<file path="src/shared/itr_consts.svh">
// constants for the terminal addressing and response block
// assumes a 100 MHz system clock; included by the package, its macros used by logic
`ifndef ITR_CONSTS_SVH
`define ITR_CONSTS_SVH
// ----------------------------------------
// addressing
// ----------------------------------------
`define ITR_EQUIP_W 4
`define ITR_STATION_W 7
`define ITR_CHANNEL_W 12
`define ITR_DATA_W 16
`define ITR_IRQ_W 15
`define ITR_EQUIP_DEFAULT 4'h8
`define ITR_STN_OWN_STATUS 7'h00
`define ITR_STN_SYS_STATUS 7'h01
// ----------------------------------------
// timing
// ----------------------------------------
`define ITR_CLK_PERIOD_NS 10
`define ITR_ACK_WINDOW_NS 2000
`define ITR_ACK_WINDOW_CYC (`ITR_ACK_WINDOW_NS / `ITR_CLK_PERIOD_NS)
`define ITR_HOST_TIMEOUT_NS 4000
`define ITR_FUNC_RESET 16'h0000
`endif

</file>
<file path="src/shared/itr_pkg.sv">
// types for the terminal addressing and response block
// assumes itr_consts.svh is on the include path
`include "itr_consts.svh"
package itr_pkg;
    // ----------------------------------------
    // response states, one-hot
    // ----------------------------------------
    typedef enum logic [4:0] {
        ITR_IDLE = 5'b00001,
        ITR_WAIT = 5'b00010,
        ITR_RESP = 5'b00100,
        ITR_HOLD = 5'b01000,
        ITR_DONE = 5'b10000
    } itr_state_e;
    typedef enum logic [1:0] {
        ITR_ANS_NONE = 2'h0,
        ITR_ANS_REPLY = 2'h1,
        ITR_ANS_REJECT = 2'h2
    } itr_ans_e;
    // host command: connect, continue, read or write
    typedef struct packed {
        logic connect;
        logic cont;
        logic read;
        logic write;
        logic [`ITR_EQUIP_W-1:0] equip;
        logic [`ITR_STATION_W-1:0] station;
        logic [`ITR_CHANNEL_W-1:0] channel;
    } itr_cmd_s;
    // device side bus status from the addressed device
    typedef struct packed {
        logic here;
        logic ready;
        logic reject_flag;
    } itr_dev_s;
endpackage

</file>
<file path="src/logic/itr_ack_timer.sv">
// window timer for the device acknowledge after an execute
// assumes start is a one-cycle pulse, synchronous to clk_sys_i
`timescale 1ns/1ps
`default_nettype none
module itr_ack_timer
    import itr_pkg::*;
#(
    parameter int CYCLES = `ITR_ACK_WINDOW_CYC
) (
    input wire logic clk_sys_i,
    input wire logic reset_i,
    input wire logic start_i,
    output logic expired_o
);
    logic [15:0] count;
    // ----------------------------------------
    // countdown
    // ----------------------------------------
    // expired stays high until the next start
    always_ff @(posedge clk_sys_i) begin
        if (reset_i || start_i) begin
            count <= 16'(CYCLES);
            expired_o <= 1'b0;
        end else if (count != 16'h0000) begin
            count <= count - 16'h0001;
            expired_o <= (count == 16'h0001);
        end
    end
endmodule
`default_nettype wire

</file>
<file path="src/logic/itr_terminal.sv">
// terminal addressing and response control
// assumes host and device-side bus inputs are synchronous to clk_sys_i
// Operation
// absent or slow device: no response
// host rejects internally after four microseconds
// device here, not ready: reject
// reply only after successful completion
// drive fifteen interrupt lines and channel lines
// respond to assigned equipment number
// terminal owns stations zero and one
// connect selects equipment and station
// continue selects channels in connected equipment
// four-bit equipment code, sixteen codes
// seven-bit station address, 128 stations
// decode shared by all bus devices
// station zero status/function, one system status
// device acknowledges execute by dropping ready
// ready not dropped in two microseconds: none
// ready drop with reject flag: reject
// host drops request, logic returns idle
`timescale 1ns/1ps
`default_nettype none
module itr_terminal
    import itr_pkg::*;
#(
    parameter logic [`ITR_EQUIP_W-1:0] EQUIP_NUM = `ITR_EQUIP_DEFAULT,
    parameter int ACK_CYCLES = `ITR_ACK_WINDOW_CYC
) (
    input wire logic clk_sys_i,
    input wire logic reset_i,
    input wire itr_cmd_s cmd_i,
    input wire logic [`ITR_DATA_W-1:0] wdata_i,
    input wire itr_dev_s dev_i,
    input wire logic [`ITR_DATA_W-1:0] dev_rdata_i,
    input wire logic [`ITR_DATA_W-1:0] sys_status_i,
    input wire logic timer_gen_here_i,
    input wire logic timer_gen_irq_i,
    input wire logic [`ITR_IRQ_W-1:0] dev_irq_i,
    output logic reply_o,
    output logic reject_o,
    output logic [`ITR_DATA_W-1:0] rdata_o,
    output logic read_exec_o,
    output logic write_exec_o,
    output logic [`ITR_STATION_W-1:0] bus_station_o,
    output logic [`ITR_CHANNEL_W-1:0] bus_channel_o,
    output logic bus_chan_mode_o,
    output logic [`ITR_DATA_W-1:0] bus_wdata_o,
    output logic [`ITR_DATA_W-1:0] function_o,
    output logic timer_gen_ack_o,
    output logic [`ITR_IRQ_W-1:0] irq_o,
    output logic connected_o
);
    itr_state_e state;
    itr_ans_e answer;
    logic [`ITR_STATION_W-1:0] station;
    logic chan_mode;
    logic exec_start;
    logic ack_expired;
    logic request;

    // ----------------------------------------
    // helpers
    // ----------------------------------------
    // the equipment field is four bits, so 16 codes
    function automatic logic equip_match(input logic [`ITR_EQUIP_W-1:0] eq);
        return eq == EQUIP_NUM;
    endfunction

    assign request = cmd_i.read || cmd_i.write;
    // leading edge of a transfer starts the ack window
    assign exec_start = (state == ITR_IDLE) && request && connected_o
        && !cmd_i.connect && !cmd_i.cont;

    itr_ack_timer #(
        .CYCLES(ACK_CYCLES)
    ) u_ack_timer (
        .clk_sys_i(clk_sys_i),
        .reset_i(reset_i),
        .start_i(exec_start),
        .expired_o(ack_expired)
    );

    // ----------------------------------------
    // connection and selection
    // ----------------------------------------
    // a connect to another equipment drops this one off the channel
    always_ff @(posedge clk_sys_i) begin
        if (reset_i) begin
            connected_o <= 1'b0;
            station <= '0;
            chan_mode <= 1'b0;
            bus_channel_o <= '0;
        end else if (state == ITR_IDLE && cmd_i.connect) begin
            connected_o <= equip_match(cmd_i.equip);
            station <= cmd_i.station;
            chan_mode <= 1'b0;
        end else if (state == ITR_IDLE && cmd_i.cont && connected_o) begin
            chan_mode <= 1'b1;
            bus_channel_o <= cmd_i.channel;
        end
    end

    // ----------------------------------------
    // response state machine
    // ----------------------------------------
    // one engine serves every device on the bus in turn
    always_ff @(posedge clk_sys_i) begin
        if (reset_i) begin
            state <= ITR_IDLE;
            answer <= ITR_ANS_NONE;
        end else begin
            case (state)
                ITR_IDLE: begin
                    answer <= ITR_ANS_NONE;
                    if (exec_start) begin
                        if (!chan_mode && station == `ITR_STN_OWN_STATUS) begin
                            answer <= ITR_ANS_REPLY;
                            state <= ITR_RESP;
                        end else if (!chan_mode && station == `ITR_STN_SYS_STATUS) begin
                            if (cmd_i.read)
                                answer <= ITR_ANS_REPLY;
                            else if (!timer_gen_here_i)
                                answer <= ITR_ANS_NONE;
                            else if (timer_gen_irq_i)
                                answer <= ITR_ANS_REPLY;
                            else
                                answer <= ITR_ANS_REJECT;
                            state <= ITR_RESP;
                        end else if (!dev_i.here) begin
                            answer <= ITR_ANS_NONE;
                            state <= ITR_RESP;
                        end else if (!dev_i.ready) begin
                            answer <= ITR_ANS_REJECT;
                            state <= ITR_RESP;
                        end else begin
                            state <= ITR_WAIT;
                        end
                    end
                end
                ITR_WAIT: begin
                    // device drops ready to acknowledge
                    if (!dev_i.ready) begin
                        answer <= dev_i.reject_flag ? ITR_ANS_REJECT : ITR_ANS_REPLY;
                        state <= ITR_RESP;
                    end else if (ack_expired) begin
                        answer <= ITR_ANS_NONE;
                        state <= ITR_RESP;
                    end else if (!request) begin
                        state <= ITR_DONE;
                    end
                end
                ITR_RESP: begin
                    state <= ITR_HOLD;
                end
                ITR_HOLD: begin
                    // host drops its request after answer or its own timeout
                    if (!request)
                        state <= ITR_DONE;
                end
                ITR_DONE: begin
                    answer <= ITR_ANS_NONE;
                    state <= ITR_IDLE;
                end
                default: state <= ITR_IDLE;
            endcase
        end
    end

    // ----------------------------------------
    // host answer lines
    // ----------------------------------------
    // answers stand from RESP until the host releases the request
    always_ff @(posedge clk_sys_i) begin
        if (reset_i) begin
            reply_o <= 1'b0;
            reject_o <= 1'b0;
        end else begin
            reply_o <= (state == ITR_RESP || state == ITR_HOLD) && request
                && answer == ITR_ANS_REPLY;
            reject_o <= (state == ITR_RESP || state == ITR_HOLD) && request
                && answer == ITR_ANS_REJECT;
        end
    end

    // ----------------------------------------
    // execute strobes and bus addressing
    // ----------------------------------------
    // execute held while waiting so the device sees a level
    always_ff @(posedge clk_sys_i) begin
        if (reset_i) begin
            read_exec_o <= 1'b0;
            write_exec_o <= 1'b0;
            bus_station_o <= '0;
            bus_chan_mode_o <= 1'b0;
            bus_wdata_o <= '0;
        end else begin
            read_exec_o <= (next_exec() && cmd_i.read);
            write_exec_o <= (next_exec() && cmd_i.write);
            bus_station_o <= station;
            bus_chan_mode_o <= chan_mode;
            if (exec_start)
                bus_wdata_o <= wdata_i;
        end
    end

    // true while an external device transfer is in flight
    function automatic logic next_exec();
        return (state == ITR_WAIT) && dev_i.ready && !ack_expired;
    endfunction

    // ----------------------------------------
    // own stations: function, status, read data
    // ----------------------------------------
    always_ff @(posedge clk_sys_i) begin
        if (reset_i) begin
            function_o <= `ITR_FUNC_RESET;
            timer_gen_ack_o <= 1'b0;
            rdata_o <= '0;
        end else begin
            timer_gen_ack_o <= 1'b0;
            if (exec_start && !chan_mode && station == `ITR_STN_OWN_STATUS) begin
                if (cmd_i.write)
                    function_o <= wdata_i;
                else
                    rdata_o <= {connected_o, chan_mode, 2'h0, EQUIP_NUM, function_o[7:0]};
            end else if (exec_start && !chan_mode && station == `ITR_STN_SYS_STATUS) begin
                if (cmd_i.read)
                    rdata_o <= sys_status_i;
                else
                    timer_gen_ack_o <= timer_gen_here_i && timer_gen_irq_i;
            end else if (state == ITR_WAIT && !dev_i.ready) begin
                rdata_o <= dev_rdata_i;
            end
        end
    end

    // ----------------------------------------
    // interrupt line transmitters
    // ----------------------------------------
    // registered pass-through; no masking here by design
    always_ff @(posedge clk_sys_i) begin
        if (reset_i)
            irq_o <= '0;
        else
            irq_o <= dev_irq_i;
    end
endmodule
`default_nettype wire

</file>
<file path="config.mk">
export PLATFORM = sky130hd
export DESIGN_NAME = itr_terminal
export DESIGN_NICKNAME = d
export VERILOG_FILES = /design/src/shared/itr_pkg.sv /design/src/logic/itr_ack_timer.sv /design/src/logic/itr_terminal.sv
export VERILOG_INCLUDE_DIRS = /design/src /design/src/shared
export SDC_FILE = /design/constraint.sdc
export NUM_CORES = 1
export LEC_CHECK = 0
export ABC_AREA = 0
export BUFFER_PORTS_ARGS = -buffer_cell sky130_fd_sc_hd__buf_2
export CAP_MARGIN = 5
export CORE_UTILIZATION = 46
export DETAILED_ROUTE_END_ITERATION = 12
export GPL_TIMING_DRIVEN = 0
export PLACE_DENSITY = 0.76
export SLEW_MARGIN = 20
export SYNTH_ARGS = -nofsm -noshare
export SYNTH_HDL_FRONTEND = slang
export SYNTH_SLANG_ARGS = --single-unit
</file>
<file path="constraint.sdc">
create_clock -name clk_sys_i -period 3 [get_ports clk_sys_i]
set_clock_uncertainty 0.2 [all_clocks]
set_input_delay 0.3 -clock clk_sys_i [delete_from_list [all_inputs] [get_ports clk_sys_i]]
set_output_delay 0.3 -clock clk_sys_i [all_outputs]
set_load 0.02 [all_outputs]
</file>
==> flow_summary.json <==
{
  "status": "completed",
  "highest_layer": "met4",
  "hold_viol_final": 0,
  "crit_buf_inv": 2,
  "vias": 5312,
  "clockRootBuffer": "clkbuf_8",
  "startpoint": "state[1]",
  "maxSlewViolCount": 0,
  "power_density_nw_per_um2": 563,
  "cp.arrival_ns": 3.10,
  "synth_most_common_cell": "dfxtp_1",
  "die_w_um": 104,
  "crit_chain": "buf_2 -> nor4bb_1 -> nand2_1 -> nor2_2 -> o21ai_0 -> a21oi_1 -> dlygate4sd3_1",
  "grt_overflow": 0,
  "antenna_found_initial": 0,
  "clock_latency_ns": 0.51,
  "grt_max_degree": 17,
  "clock_path_buffers": 2,
  "ys.flop_type": "dfxtp_1",
  "cts_max_level": 4,
  "ys_warn_count": 0,
  "drive_above_1_share_pct": 27.3,
  "ys_ff_latch": 121,
  "yosysTopAreaCell": "dfxtp_1",
  "tns_ns": 0,
  "wl_per_cell_um": 16.7,
  "vias_per_cell": 5.37,
  "swShare_pct": 22.5,
  "syn_area_per_cell_um2": 8.74,
  "startpoint_type": "register",
  "slew-limit-headroom_pct": 48.5,
  "syn_area_um2": 4770,
  "p_comb_share_pct": 8.8,
  "fmax_mhz": 351,
  "rr_worst_depth": 7,
  "drc": 0,
  "max_stage_delay_ns": 0.56,
  "met1Wirelength_um": 6420,
  "p_switching_mw": 0.944,
  "clock_power_share_pct": 51.4,
  "ys_top_cells_by_area": "dfxtp_1 (51%), nand2_1 (7.9%), a21oi_1 (5.2%)",
  "utilization_pct": 75.0,
  "hpwl_um": 10100,
  "routed_wl_um": 16600,
  "fin_crit_sh_pct": 94.9,
  "io_pins": 186,
  "cp_top_family": "simple AND/OR/NAND/NOR gates",
  "grt_usage_pct": 30.1,
  "fillers": 661,
  "rsz0062_at_grt": "false",
  "slowest_stage": "dlygate4sd3_1",
  "port_buffers": 184,
  "synth-edff-count": 0,
  "antenna_left": 0,
  "core_area_um2": 9910,
  "synth_common_cells": "dfxtp_1 (121), nand2_1 (100), a21oi_1 (50)",
  "regToRegSetupSlack_ns": 0.15,
  "r2r_start": "state[1]",
  "syn_nets": 645,
  "cts_sinks": 121,
  "synthDistinctLibCells": 44,
  "leakagePower_nw": 3.32,
  "synthArstFlopShare_pct": 0,
  "dieArea_um2": 10800,
  "grt_pass1_vias": 5317,
  "cts_tree": "done",
  "power_mw": 4.19,
  "syn_inst": 546,
  "final_nets": 942,
  "hp-class": "input pin to register",
  "netlist.area_leader.share_pct": 50.8,
  "cp.required_ns": 3.25,
  "crit_type": "register to register",
  "gp_congestion": 0.884,
  "p_int_mw": 3.24,
  "drt_iter0_drc": 345,
  "drv_cap": 0,
  "numCtsBuffers": 17,
  "wl_met2_um": 8250,
  "cp.depth": 7,
  "die_h_um": 104,
  "cp_max_fo": 10,
  "worstMarginPinSlew_ns": 0.768,
  "route.met3.wl_um": 1320,
  "seq_power_share_pct": 39.8,
  "r2r_end": "answer[1]",
  "finalSetupViolations": 0,
  "diodes": 0,
  "cp-endpoint": "answer[1]",
  "peakVddDrop_mv": 0.381,
  "clk_pin_slew_ns": 0.06,
  "yosysSeqAreaShare_pct": 50.8,
  "endpoint_kind": "register",
  "start_util_pct": 48.1,
  "grt_pass1_wl_um": 25700,
  "rows": 36,
  "area_growth_syn_to_layout_pct": 55.9,
  "dr.pass1.iters": 6,
  "min_period_ns": 2.85
}
## kinds of logic after synthesis
| kind of cell | count (synthesis) | synth area share [%] |
|---|---|---|
| xor gates and xnor gates | 11 | 2.02 |
| adders and majority gates | 2 | 0.525 |
| and+or+nand+nor | 261 | 27.4 |
| buffers and inverters | 40 | 3.49 |
| AOI/OAI and AO/OA | 94 | 12.2 |
| muxes | 17 | 3.57 |
| DFF | 121 | 50.8 |
## worst min path at each step
stage / start / endpoint / cells after the start
finish: sys_status_i[0] / rdata_o[0] / 3
detailed placement: answer[0] / reject_o / 1
CTS: sys_status_i[0] / rdata_o[0] / 3
global placement: answer[1] / reply_o / 1
floorplan: answer[1] / reply_o / 1
global route: sys_status_i[0] / rdata_o[0] / 3
## cell usage in the layout (no fill, tap or decap), types with 6 or more instances in the layout
master,n
a21oi_1,50
nor2_1,45
clkbuf_16,16
nand3_1,19
a311oi_1,6
nor2b_1,33
buf_2,188
dfxtp_1,121
dlygate4sd3_1,93
nor3b_1,6
clkbuf_1,26
inv_1,8
nand2_1,100
o21ai_0,9
nor4_1,7
a211oi_1,10
mux2i_1,17
o32ai_1,10
nor3_1,15
xor2_1,6
## flip-flops by register name, indices dropped and copies added (netlist names), 2 cells and up
signal / flops
rdata_o: 16
u_ack_timer.count: 16
bus_wdata_o: 16
bus_station_o: 7
function_o: 16
irq_o: 15
answer: 2
state: 5
station: 7
bus_channel_o: 12
## worst reg2reg max path, stage by stage, from the launching register on
cell	delay, ns
dfxtp_1	0.30
buf_2	0.17
nor4bb_1	0.48
nand2_1	0.26
nor2_2	0.47
o21ai_0	0.19
a21oi_1	0.16
dlygate4sd3_1	0.56
## per-stage QoR
stage	hold slack (ns)	setup slack, ns	instances	cell area [µm²]
floorplan	0.211	0.675	546	4770
global placement	0.224	0.281	863	5860
detailed placement	0.228	0.203	863	5860
CTS	0.0100	0.0483	988	7420
global route	0.0341	0.0386	989	7430
finish	0.0159	0.154	989	7430
## cell type report
cell class	instances	area, µm²	share of cell area [%]
flip-flops and latches	121	2420	32.6
multi-input cells	385	2190	29.5
repair buffers	278	1860	25.0
clock buffers	21	459	6.18
clock inverters	11	169	2.27
well taps	133	166	2.24
plain buffers	32	138	1.85
inverters	8	30.0	0.404
## layer usage
layer | global-route usage [%] | vias up
li1 | - | 2488
met1 | 33.8 | 2463
met2 | 52.8 | 302
met3 | 7.80 | 59
met4 | 14.1 | 0
met5 | 0 | -
## power by group through the flow
stage | Clock, mW | Combinational [mW] | Sequential [mW]
floorplan | 0 | 0.123 | 1.71
global placement | 0 | 0.258 | 1.70
detailed placement | 0 | 0.263 | 1.70
CTS | 2.16 | 0.356 | 1.66
global route | 2.24 | 0.396 | 1.67
finish | 2.15 | 0.370 | 1.67
## timing repair
item / CTS / global route
gates resized for setup: 0 / 5
setup buffers: 0 / 1
endpoints found under the hold margin: 91 / 0
hold buffers: 93 / 0
endpoints found under the setup margin: 0 / 14
Power figures use the tool's default switching activity.
